## config.mk

```make
export PLATFORM = sky130hd
export DESIGN_NAME = chpc_card_host_port
export DESIGN_NICKNAME = d
export VERILOG_FILES = /design/src/logic/chpc_pkg.sv /design/src/logic/chpc_card_host_port.sv
export SDC_FILE = /design/constraint.sdc
export NUM_CORES = 1
export LEC_CHECK = 0
export BUFFER_PORTS_ARGS = -buffer_cell sky130_fd_sc_hd__buf_2
export CAP_MARGIN = 20
export CORE_MARGIN = 2
export CORE_UTILIZATION = 45
export DETAILED_ROUTE_END_ITERATION = 12
export HOLD_SLACK_MARGIN = 0.02
export MAX_ROUTING_LAYER = met4
export PLACE_DENSITY_LB_ADDON = 0.12
export SLEW_MARGIN = 40
export SYNTH_ARGS = -nofsm -noshare
export SYNTH_HDL_FRONTEND = slang
export SYNTH_SLANG_ARGS = --single-unit
```

## constraint.sdc

```tcl
create_clock -name clk_i -period 3 [get_ports clk_i]
set_input_delay 0.3 -clock clk_i [delete_from_list [all_inputs] [get_ports clk_i]]
set_output_delay 0.3 -clock clk_i [all_outputs]
set_load 0.01 [all_outputs]
```

## src/logic/chpc_pkg.sv

```systemverilog
`default_nettype none
package chpc_pkg;
    // Clock rate and derived timing.
    localparam int CLK_MHZ = 100;
    localparam int RESET_TIME_NS = 1000;
    localparam int RESET_CYCLES = (RESET_TIME_NS * CLK_MHZ + 999) / 1000;
    localparam int IRQ_PULSE_NS = 500;
    localparam int IRQ_PULSE_RAW = (IRQ_PULSE_NS * CLK_MHZ) / 1000;
    localparam int IRQ_PULSE_CYCLES = (IRQ_PULSE_RAW < 1) ? 1 : IRQ_PULSE_RAW;

    // Register byte offsets on the Avalon-MM slave.
    localparam logic [4:0] OFS_CTRL = 5'h00;
    localparam logic [4:0] OFS_STATUS = 5'h04;
    localparam logic [4:0] OFS_EVENT = 5'h08;
    localparam logic [4:0] OFS_MASK = 5'h0c;
    localparam logic [4:0] OFS_CFG_OPT = 5'h10;

    // Control register fields.
    localparam int CTRL_W = 4;
    localparam int CTRL_IO_CFG = 0;
    localparam int CTRL_LEVEL = 1;
    localparam int CTRL_IRQ_REQ = 2;
    localparam int CTRL_SW_BUSY = 3;

    // Card configuration option register.
    localparam int CFG_W = 8;
    localparam int CFG_SRST = 7;
    localparam logic [CFG_W-1:0] CFG_RESET = 8'h00;

    // Status register fields.
    localparam int STAT_READY = 0;
    localparam int STAT_ATA = 1;
    localparam int STAT_IO = 2;
    localparam int STAT_BUSY = 3;
    localparam int STAT_UDMA = 4;

    // Sticky event bits, shared by the event and mask registers.
    localparam int EV_W = 4;
    localparam int EV_IO_WRITE = 0;
    localparam int EV_IO_READ = 1;
    localparam int EV_BURST_END = 2;
    localparam int EV_RESET_DONE = 3;

    // I/O register file.
    localparam int IO_AW = 3;
    localparam int IO_DEPTH = 1 << IO_AW;

    typedef enum logic [1:0] {
        PH_BUSY = 2'b01,
        PH_READY = 2'b10
    } chpc_phase_type;

    typedef struct packed {
        logic mode_sel_n;
        logic reset_pin;
        logic attr_sel_n;
        logic io_wr_n;
        logic io_rd_n;
        logic oe_n;
        logic stop;
        logic [IO_AW-1:0] addr;
        logic [15:0] data;
    } chpc_pins_type;

    localparam chpc_pins_type PINS_IDLE = '{
        mode_sel_n: 1'b1, reset_pin: 1'b0, attr_sel_n: 1'b1, io_wr_n: 1'b1,
        io_rd_n: 1'b1, oe_n: 1'b1, stop: 1'b0, addr: 3'h0, data: 16'h0000};

    typedef struct packed {
        logic [4:0] address;
        logic read;
        logic write;
        logic [31:0] writedata;
    } chpc_avs_req_type;

    typedef struct packed {
        logic [31:0] readdata;
        logic waitrequest;
    } chpc_avs_rsp_type;
endpackage : chpc_pkg
`default_nettype wire

```

## src/logic/chpc_card_host_port.sv

```systemverilog
`timescale 1ns/1ps
`default_nettype none
module chpc_card_host_port #(
    parameter int RESET_CYCLES = chpc_pkg::RESET_CYCLES,
    parameter int PULSE_CYCLES = chpc_pkg::IRQ_PULSE_CYCLES
) (
    // Clock and reset.
    input wire logic clk_i,
    input wire logic rst_n_i,
    // Avalon-MM register slave.
    input wire chpc_pkg::chpc_avs_req_type avs_req_i,
    output chpc_pkg::chpc_avs_rsp_type avs_rsp_o,
    output logic irq_o,
    // Host pins.
    input wire chpc_pkg::chpc_pins_type pins_i,
    output logic [15:0] data_o,
    output logic data_oe_o,
    output logic ready_o,
    output logic card_irq_n_o,
    output logic ata_irq_o,
    // Internal transfer engine.
    input wire logic udma_active_i,
    output logic udma_burst_end_o
);
    typedef struct packed {
        chpc_pkg::chpc_pins_type s1;
        chpc_pkg::chpc_pins_type s2;
        chpc_pkg::chpc_pins_type prev;
        chpc_pkg::chpc_phase_type phase;
        logic [15:0] cnt;
        logic powered;
        logic pin_hold;
        logic rst_act_prev;
        logic [chpc_pkg::CTRL_W-1:0] ctrl;
        logic [chpc_pkg::CFG_W-1:0] cfg_opt;
        logic [chpc_pkg::EV_W-1:0] events;
        logic [chpc_pkg::EV_W-1:0] mask;
        logic [chpc_pkg::IO_DEPTH-1:0][15:0] io_file;
        logic [15:0] dout;
        logic drive;
        logic [15:0] pulse_cnt;
        logic irq_req_prev;
        logic card_irq_n;
        logic ata_irq;
        logic burst_end;
        logic ack;
        logic [31:0] rdata;
    } chpc_regs_type;

    localparam chpc_regs_type REGS_RESET = '{
        s1: chpc_pkg::PINS_IDLE,
        s2: chpc_pkg::PINS_IDLE,
        prev: chpc_pkg::PINS_IDLE,
        phase: chpc_pkg::PH_BUSY,
        cnt: 16'(RESET_CYCLES),
        rst_act_prev: 1'b1,
        cfg_opt: chpc_pkg::CFG_RESET,
        card_irq_n: 1'b1,
        default: '0};

    chpc_regs_type r_reg;
    chpc_regs_type r_next;

    function automatic logic hit(input logic [4:0] a, input logic [4:0] ofs);
        hit = (a == ofs);
    endfunction : hit

    logic ata_mode;
    logic io_mode;
    logic mem_mode;
    logic busy;
    logic rst_act;
    logic full_reset;
    logic io_ok;
    logic io_wr_done;
    logic io_rd_start;
    logic io_rd_act;
    logic oe_mem;
    logic oe_io;
    logic stop_rise;
    logic req;
    logic take;
    logic wr_take;
    logic [chpc_pkg::EV_W-1:0] ev_set;
    logic [chpc_pkg::EV_W-1:0] ev_clr;
    logic irq_req;
    logic [31:0] rd_word;

    always_comb begin
        r_next = r_reg;

        // Two-stage synchronisers; only stage two and later feed logic.
        r_next.s1 = pins_i;
        r_next.s2 = r_reg.s1;
        r_next.prev = r_reg.s2;

        // Mode decode from the synchronised select.
        ata_mode = ~r_reg.s2.mode_sel_n;
        io_mode = ~ata_mode & r_reg.ctrl[chpc_pkg::CTRL_IO_CFG];
        mem_mode = ~ata_mode & ~r_reg.ctrl[chpc_pkg::CTRL_IO_CFG];
        busy = (r_reg.phase == chpc_pkg::PH_BUSY);

        // The reset pin changes polarity with the mode.
        rst_act = ata_mode ? ~r_reg.s2.reset_pin : r_reg.s2.reset_pin;
        r_next.rst_act_prev = rst_act;

        // Bus slave: one wait cycle, then the access completes.
        req = avs_req_i.read | avs_req_i.write;
        take = req & r_reg.ack;
        wr_take = take & avs_req_i.write;
        r_next.ack = req & ~r_reg.ack;

        // Edges before the power-up reset completes are ignored, so a pin
        // left asserted from power-up causes no second reset.
        full_reset = 1'b0;
        if (r_reg.powered && rst_act && !r_reg.rst_act_prev) begin
            full_reset = 1'b1;
            r_next.pin_hold = 1'b1;
        end
        if (!rst_act) begin
            r_next.pin_hold = 1'b0;
        end
        if (r_reg.pin_hold && rst_act) begin
            full_reset = 1'b1;
        end
        if (wr_take && hit(avs_req_i.address, chpc_pkg::OFS_CFG_OPT) &&
            avs_req_i.writedata[chpc_pkg::CFG_SRST]) begin
            full_reset = 1'b1;
        end

        // I/O strobes count only in I/O mode with attribute select low,
        // or in native ATA mode, and never while busy.
        io_ok = ~busy & (ata_mode | (io_mode & ~r_reg.s2.attr_sel_n));
        io_wr_done = io_ok & r_reg.s2.io_wr_n & ~r_reg.prev.io_wr_n;
        io_rd_start = io_ok & ~r_reg.s2.io_rd_n & r_reg.prev.io_rd_n;
        io_rd_act = io_ok & ~r_reg.s2.io_rd_n;
        oe_mem = ~busy & mem_mode & ~r_reg.s2.oe_n;
        oe_io = ~busy & io_mode & ~r_reg.s2.oe_n;

        // Data is taken from the sample before the strobe rose, so a host
        // that releases data with the strobe still lands the right word.
        if (io_wr_done) begin
            r_next.io_file[r_reg.prev.addr] = r_reg.prev.data;
        end

        // Common memory reads in memory mode and I/O reads return the register file; attribute
        // space, which every OE read in I/O mode sees, holds the configuration option register at index zero.
        if (io_rd_act || (oe_mem && r_reg.s2.attr_sel_n)) begin
            r_next.dout = r_reg.io_file[r_reg.s2.addr];
        end else if (r_reg.s2.addr == '0) begin
            r_next.dout = {8'h00, r_reg.cfg_opt};
        end else begin
            r_next.dout = 16'h0000;
        end
        r_next.drive = io_rd_act | oe_mem | oe_io;

        // Ultra DMA stop.
        stop_rise = r_reg.s2.stop & ~r_reg.prev.stop;
        r_next.burst_end = ata_mode & udma_active_i & stop_rise;

        // Interrupt request towards the host.
        irq_req = r_reg.ctrl[chpc_pkg::CTRL_IRQ_REQ];
        r_next.irq_req_prev = irq_req;
        if (irq_req && !r_reg.irq_req_prev) begin
            r_next.pulse_cnt = 16'(PULSE_CYCLES);
        end else if (r_reg.pulse_cnt != 16'h0000) begin
            r_next.pulse_cnt = r_reg.pulse_cnt - 16'h0001;
        end
        if (r_reg.ctrl[chpc_pkg::CTRL_LEVEL]) begin
            r_next.card_irq_n = ~(io_mode & irq_req);
        end else begin
            r_next.card_irq_n = ~(io_mode & (r_reg.pulse_cnt != 16'h0000));
        end
        r_next.ata_irq = ata_mode & irq_req;

        // Register writes.
        if (wr_take && hit(avs_req_i.address, chpc_pkg::OFS_CTRL)) begin
            r_next.ctrl = avs_req_i.writedata[chpc_pkg::CTRL_W-1:0];
        end
        if (wr_take && hit(avs_req_i.address, chpc_pkg::OFS_MASK)) begin
            r_next.mask = avs_req_i.writedata[chpc_pkg::EV_W-1:0];
        end
        if (wr_take && hit(avs_req_i.address, chpc_pkg::OFS_CFG_OPT)) begin
            r_next.cfg_opt = avs_req_i.writedata[chpc_pkg::CFG_W-1:0];
            r_next.cfg_opt[chpc_pkg::CFG_SRST] = 1'b0;
        end

        // Reset processing; the sequencer holds ready low throughout.
        ev_set = '0;
        if (full_reset) begin
            r_next.phase = chpc_pkg::PH_BUSY;
            r_next.cnt = 16'(RESET_CYCLES);
            r_next.ctrl = '0;
            r_next.cfg_opt = chpc_pkg::CFG_RESET;
            r_next.io_file = '0;
            r_next.pulse_cnt = 16'h0000;
        end else begin
            case (r_reg.phase)
                chpc_pkg::PH_BUSY: begin
                    if (r_reg.cnt <= 16'h0001) begin
                        r_next.phase = chpc_pkg::PH_READY;
                        r_next.cnt = 16'h0000;
                        r_next.powered = 1'b1;
                        ev_set[chpc_pkg::EV_RESET_DONE] = 1'b1;
                    end else begin
                        r_next.cnt = r_reg.cnt - 16'h0001;
                    end
                end
                chpc_pkg::PH_READY: begin
                    r_next.cnt = 16'h0000;
                end
                default: begin
                    r_next.phase = chpc_pkg::PH_BUSY;
                    r_next.cnt = 16'(RESET_CYCLES);
                end
            endcase
        end

        // Sticky events: a new event outranks a clear in the same cycle.
        ev_set[chpc_pkg::EV_IO_WRITE] = io_wr_done;
        ev_set[chpc_pkg::EV_IO_READ] = io_rd_start;
        ev_set[chpc_pkg::EV_BURST_END] = r_next.burst_end;
        ev_clr = '0;
        if (wr_take && hit(avs_req_i.address, chpc_pkg::OFS_EVENT)) begin
            ev_clr = avs_req_i.writedata[chpc_pkg::EV_W-1:0];
        end
        r_next.events = (r_reg.events & ~ev_clr) | ev_set;

        // Read data is captured in the wait cycle and held to completion.
        rd_word = 32'h0000_0000;
        case (avs_req_i.address)
            chpc_pkg::OFS_CTRL: begin
                rd_word[chpc_pkg::CTRL_W-1:0] = r_reg.ctrl;
            end
            chpc_pkg::OFS_STATUS: begin
                rd_word[chpc_pkg::STAT_READY] = ready_o;
                rd_word[chpc_pkg::STAT_ATA] = ata_mode;
                rd_word[chpc_pkg::STAT_IO] = io_mode;
                rd_word[chpc_pkg::STAT_BUSY] = busy;
                rd_word[chpc_pkg::STAT_UDMA] = udma_active_i;
            end
            chpc_pkg::OFS_EVENT: begin
                rd_word[chpc_pkg::EV_W-1:0] = r_reg.events;
            end
            chpc_pkg::OFS_MASK: begin
                rd_word[chpc_pkg::EV_W-1:0] = r_reg.mask;
            end
            chpc_pkg::OFS_CFG_OPT: begin
                rd_word[chpc_pkg::CFG_W-1:0] = r_reg.cfg_opt;
            end
            default: begin
                rd_word = 32'h0000_0000;
            end
        endcase
        if (req && !r_reg.ack) begin
            r_next.rdata = rd_word;
        end
    end

    always_ff @(posedge clk_i) begin
        if (!rst_n_i) begin
            r_reg <= REGS_RESET;
        end else begin
            r_reg <= r_next;
        end
    end

    // Ready reflects reset processing and the firmware busy flag; in the
    // other modes the pin is unused but still driven to the same value.
    assign ready_o = (r_reg.phase == chpc_pkg::PH_READY) &
        ~r_reg.ctrl[chpc_pkg::CTRL_SW_BUSY];
    assign data_o = r_reg.dout;
    assign data_oe_o = r_reg.drive;
    assign card_irq_n_o = r_reg.card_irq_n;
    assign ata_irq_o = r_reg.ata_irq;
    assign udma_burst_end_o = r_reg.burst_end;
    assign irq_o = |(r_reg.events & r_reg.mask);
    assign avs_rsp_o.readdata = r_reg.rdata;
    assign avs_rsp_o.waitrequest = req & ~r_reg.ack;
endmodule : chpc_card_host_port
`default_nettype wire

```

==> reports/qor.txt <==
Htree depth: 1
Max FO, Critical Path: 16
Min-Delay Path Class: input port to register
Fillers: 2291
Setup tns final: 0 ps
Area leader, netlist: dfxtp_1
Commonest cells in the synthesized netlist: dfxtp_1 (287), nor2_1 (173), mux2i_1 (167), and2_1 (67), buf_4 (50)
CTS resizes: 0
Rows: 58
MaxCap Viol Count: 0
Die height: 164 µm
Worst slew pin tran: 771 ps
First-pass GRT wire length: 38.7 mm
Post-route clock skew: 20.2 ps
Skew-Pair Late Insertion Delay: 550 ps
Mapped Area: 11600 µm²
Gr usage total: 18.5%
Outcome: completed
Post-synth EDFFs: 0
Post-DP HPWL: 14.8 mm
Slowest-stage cell, CP: nand4bb_1
Largest net degree at the start of global routing: 81
Die width: 164 µm
Worst rel slew slack: 48.5%
Ports: 123
Sequential-to-total area share from yosys stat: 49.6%
Min cycle time layout: 2540 ps
Gr ovfl total: 0
RePlAce Congestion: 0.807
Longest Clk Path Bufs: 3
Synth cell types: 62
Buffers on Ports: 73
Slew Viols, Final: 0
Synth top area share: 49.6%
Clk pin slew, worst setup/hold paths: 60 ps
Die ar.: 27000 µm²
Maximum clock rate: 0.394 GHz
# placed instances: 1433
Vias: 7550
Worst EP arrival: 2950 ps
Layout cells sized above 1: 16.9%
Initial Util: 45.9%
Max FFs per register: 207
Syn Area/Cell: 10.6 µm²
RSZ-0062 raised after global routing: no
Startpoint types: register
Worst Path Required: 3420 ps
Synthesis Warnings: 0
Cell with the most instances after synthesis: dfxtp_1
Crit path top cell by count: buf_4
Vias in the first global route: 7315
CTS Sinks: 287
Hold_buf cts: 29
Fin area: 13300 µm²
Synthesized flop and latch total: 287
Crit path largest cell delay: 470 ps
Syn-to-layout area delta: 15.1%
Initial antenna violation count: 0
CTS Buf Count: 30
DRT iter0 DRCs: 432
Ranking of synthesized cells by area: dfxtp_1 (50%), mux2i_1 (14%), mux4_2 (6.2%), nor2_1 (5.6%), and2_1 (3.6%)
Final routed DRC violation total: 0
Post-CTS Setup Inserts: 0
PD cells: 645 nW/µm²
DR WL/cell: 15.9 µm
Peak supply drop: 0.418 mV
Vias/cell: 4.98
Crit-path cells: inv_1 -> ha_1 -> buf_4 -> nand4bb_1 -> a2111oi_4 -> buf_4 -> mux2i_1 -> nor2_1
Layout Cells excl Fill: 1516
Core area: 25300 µm²
Cells after Synth: 1098
Final setup violation count: 0
Ant diodes: 0
Post-layout net count: 1238
CTS tree: built
Post-DP Area: 12100 µm²
Period utilization: 84.6%
Lkg Pwr: 4.95 nW
CTS Root Cell: clkbuf_16
Crit. End Element: register
Detail Route Antenna Nets: 0
Primary FF master, synth: dfxtp_1
First-pass iteration count of the detailed router: 4
Overall routed net length: 24.1 mm
Count of final hold-check violations: 0
Asr flop ratio synth: 0%
CP Class: register to register
[metrics by stage]
stage	hold slack [ps]	total power [mW]	setup WS (ps)	util, %
after floorplan	386	4.83	622	-
after global placement	393	5.08	515	47.8
after detailed placement	398	5.10	475	47.8
after CTS	41.5	8.72	440	52.8
after global routing	71.8	9.04	287	52.8
final	63.4	8.61	463	52.8
[final cells by class]
cell class | instances | area, µm² | area share, %
clock buffers | 52 | 955 | 7.16
flip-flops and latches | 287 | 5750 | 43.1
well taps | 330 | 413 | 3.10
repair buffers | 134 | 933 | 7.00
multi-input cells | 698 | 5230 | 39.2
inverters | 13 | 48.8 | 0.366
clock inverters | 2 | 10.0 | 0.0750
[worst max-delay path: cells and delay by family (launching register included)]
| family | cells | cell delay, ps |
|---|---|---|
| adders and majority gates | 1 | 180 |
| DFF | 1 | 350 |
| buffers and inverters | 3 | 640 |
| AOI/OAI and AO/OA | 1 | 450 |
| and+or+nand+nor | 2 | 530 |
| muxes | 1 | 240 |
[path summary, 6_finish.rpt]
check | startpoint | depth (start not counted) | slack (ps) | endpoint
hold reg to reg | r_next[287] | 1 | 410 | r_next[261]
setup reg to reg | r_reg[238] | 8 | 460 | r_reg[99]
setup / recovery | r_reg[238] | 8 | 460 | r_reg[99]
hold / removal | udma_active_i | 2 | 60 | udma_burst_end_o
[cell usage in the layout, fill, tap and decap left out, types with 4 or more instances in the layout]
master         synthesis  layout
nand2_1               24      24
conb_1                 1      25
a211oi_4               0       6
dfxtp_1              287     285
buf_4                 50      29
buf_2                 26      73
xor2_1                 7       7
clkbuf_8               0      10
a211oi_1               6       6
clkbuf_16              0      31
and3_1                 5       5
clkbuf_1              39      11
dlygate4sd3_1          0      29
o21ai_0                8       8
ha_1                   6       6
mux4_2                32      32
inv_1                 13      13
and2_1                67      67
xnor2_1                6       6
or3_1                  6       6
o2bb2ai_1              7       7
nand3_1                8       7
nor4_1                10      10
mux2i_1              167     167
nor2_1               173     173
o31ai_1                4       4
or4_1                  8       8
o21bai_1               5       5
nand4_1                8       8
nor2b_1                4       4
nand2b_1              18      17
nor3_1                19      19
a21oi_1               25      25
[power breakdown]
part           switching, mW  total, mW  internal [mW]
combinational          0.515      0.959          0.444
sequential             0.134       4.09           3.95
clock                   1.43       3.56           2.13
total                   2.08       8.61           6.53
[metal layers]
layer | track usage [%] | up-vias | routed length (µm)
li1 | - | 3847 | -
met1 | 26.8 | 3530 | 12200
met2 | 27.4 | 139 | 10400
met3 | 2.71 | 34 | 1060
met4 | 4.58 | 0 | 417
met5 | - | - | 0
[cell families (layout without fill, tap and decap cells)]
group,after synthesis,after routing,share of synthesized area (%)
AND/OR/NAND/NOR,365,365,15.5
flip-flops,287,287,49.6
multiplexers,200,200,20.7
buffers and inverters,137,201,6.60
AO/OA/AOI/OAI,89,89,5.86
XOR/XNOR,13,13,0.983
adder cells (fa/ha/maj),6,6,0.648
other,1,25,0.0324
Note: power is estimated with default switching activity, not from simulation.
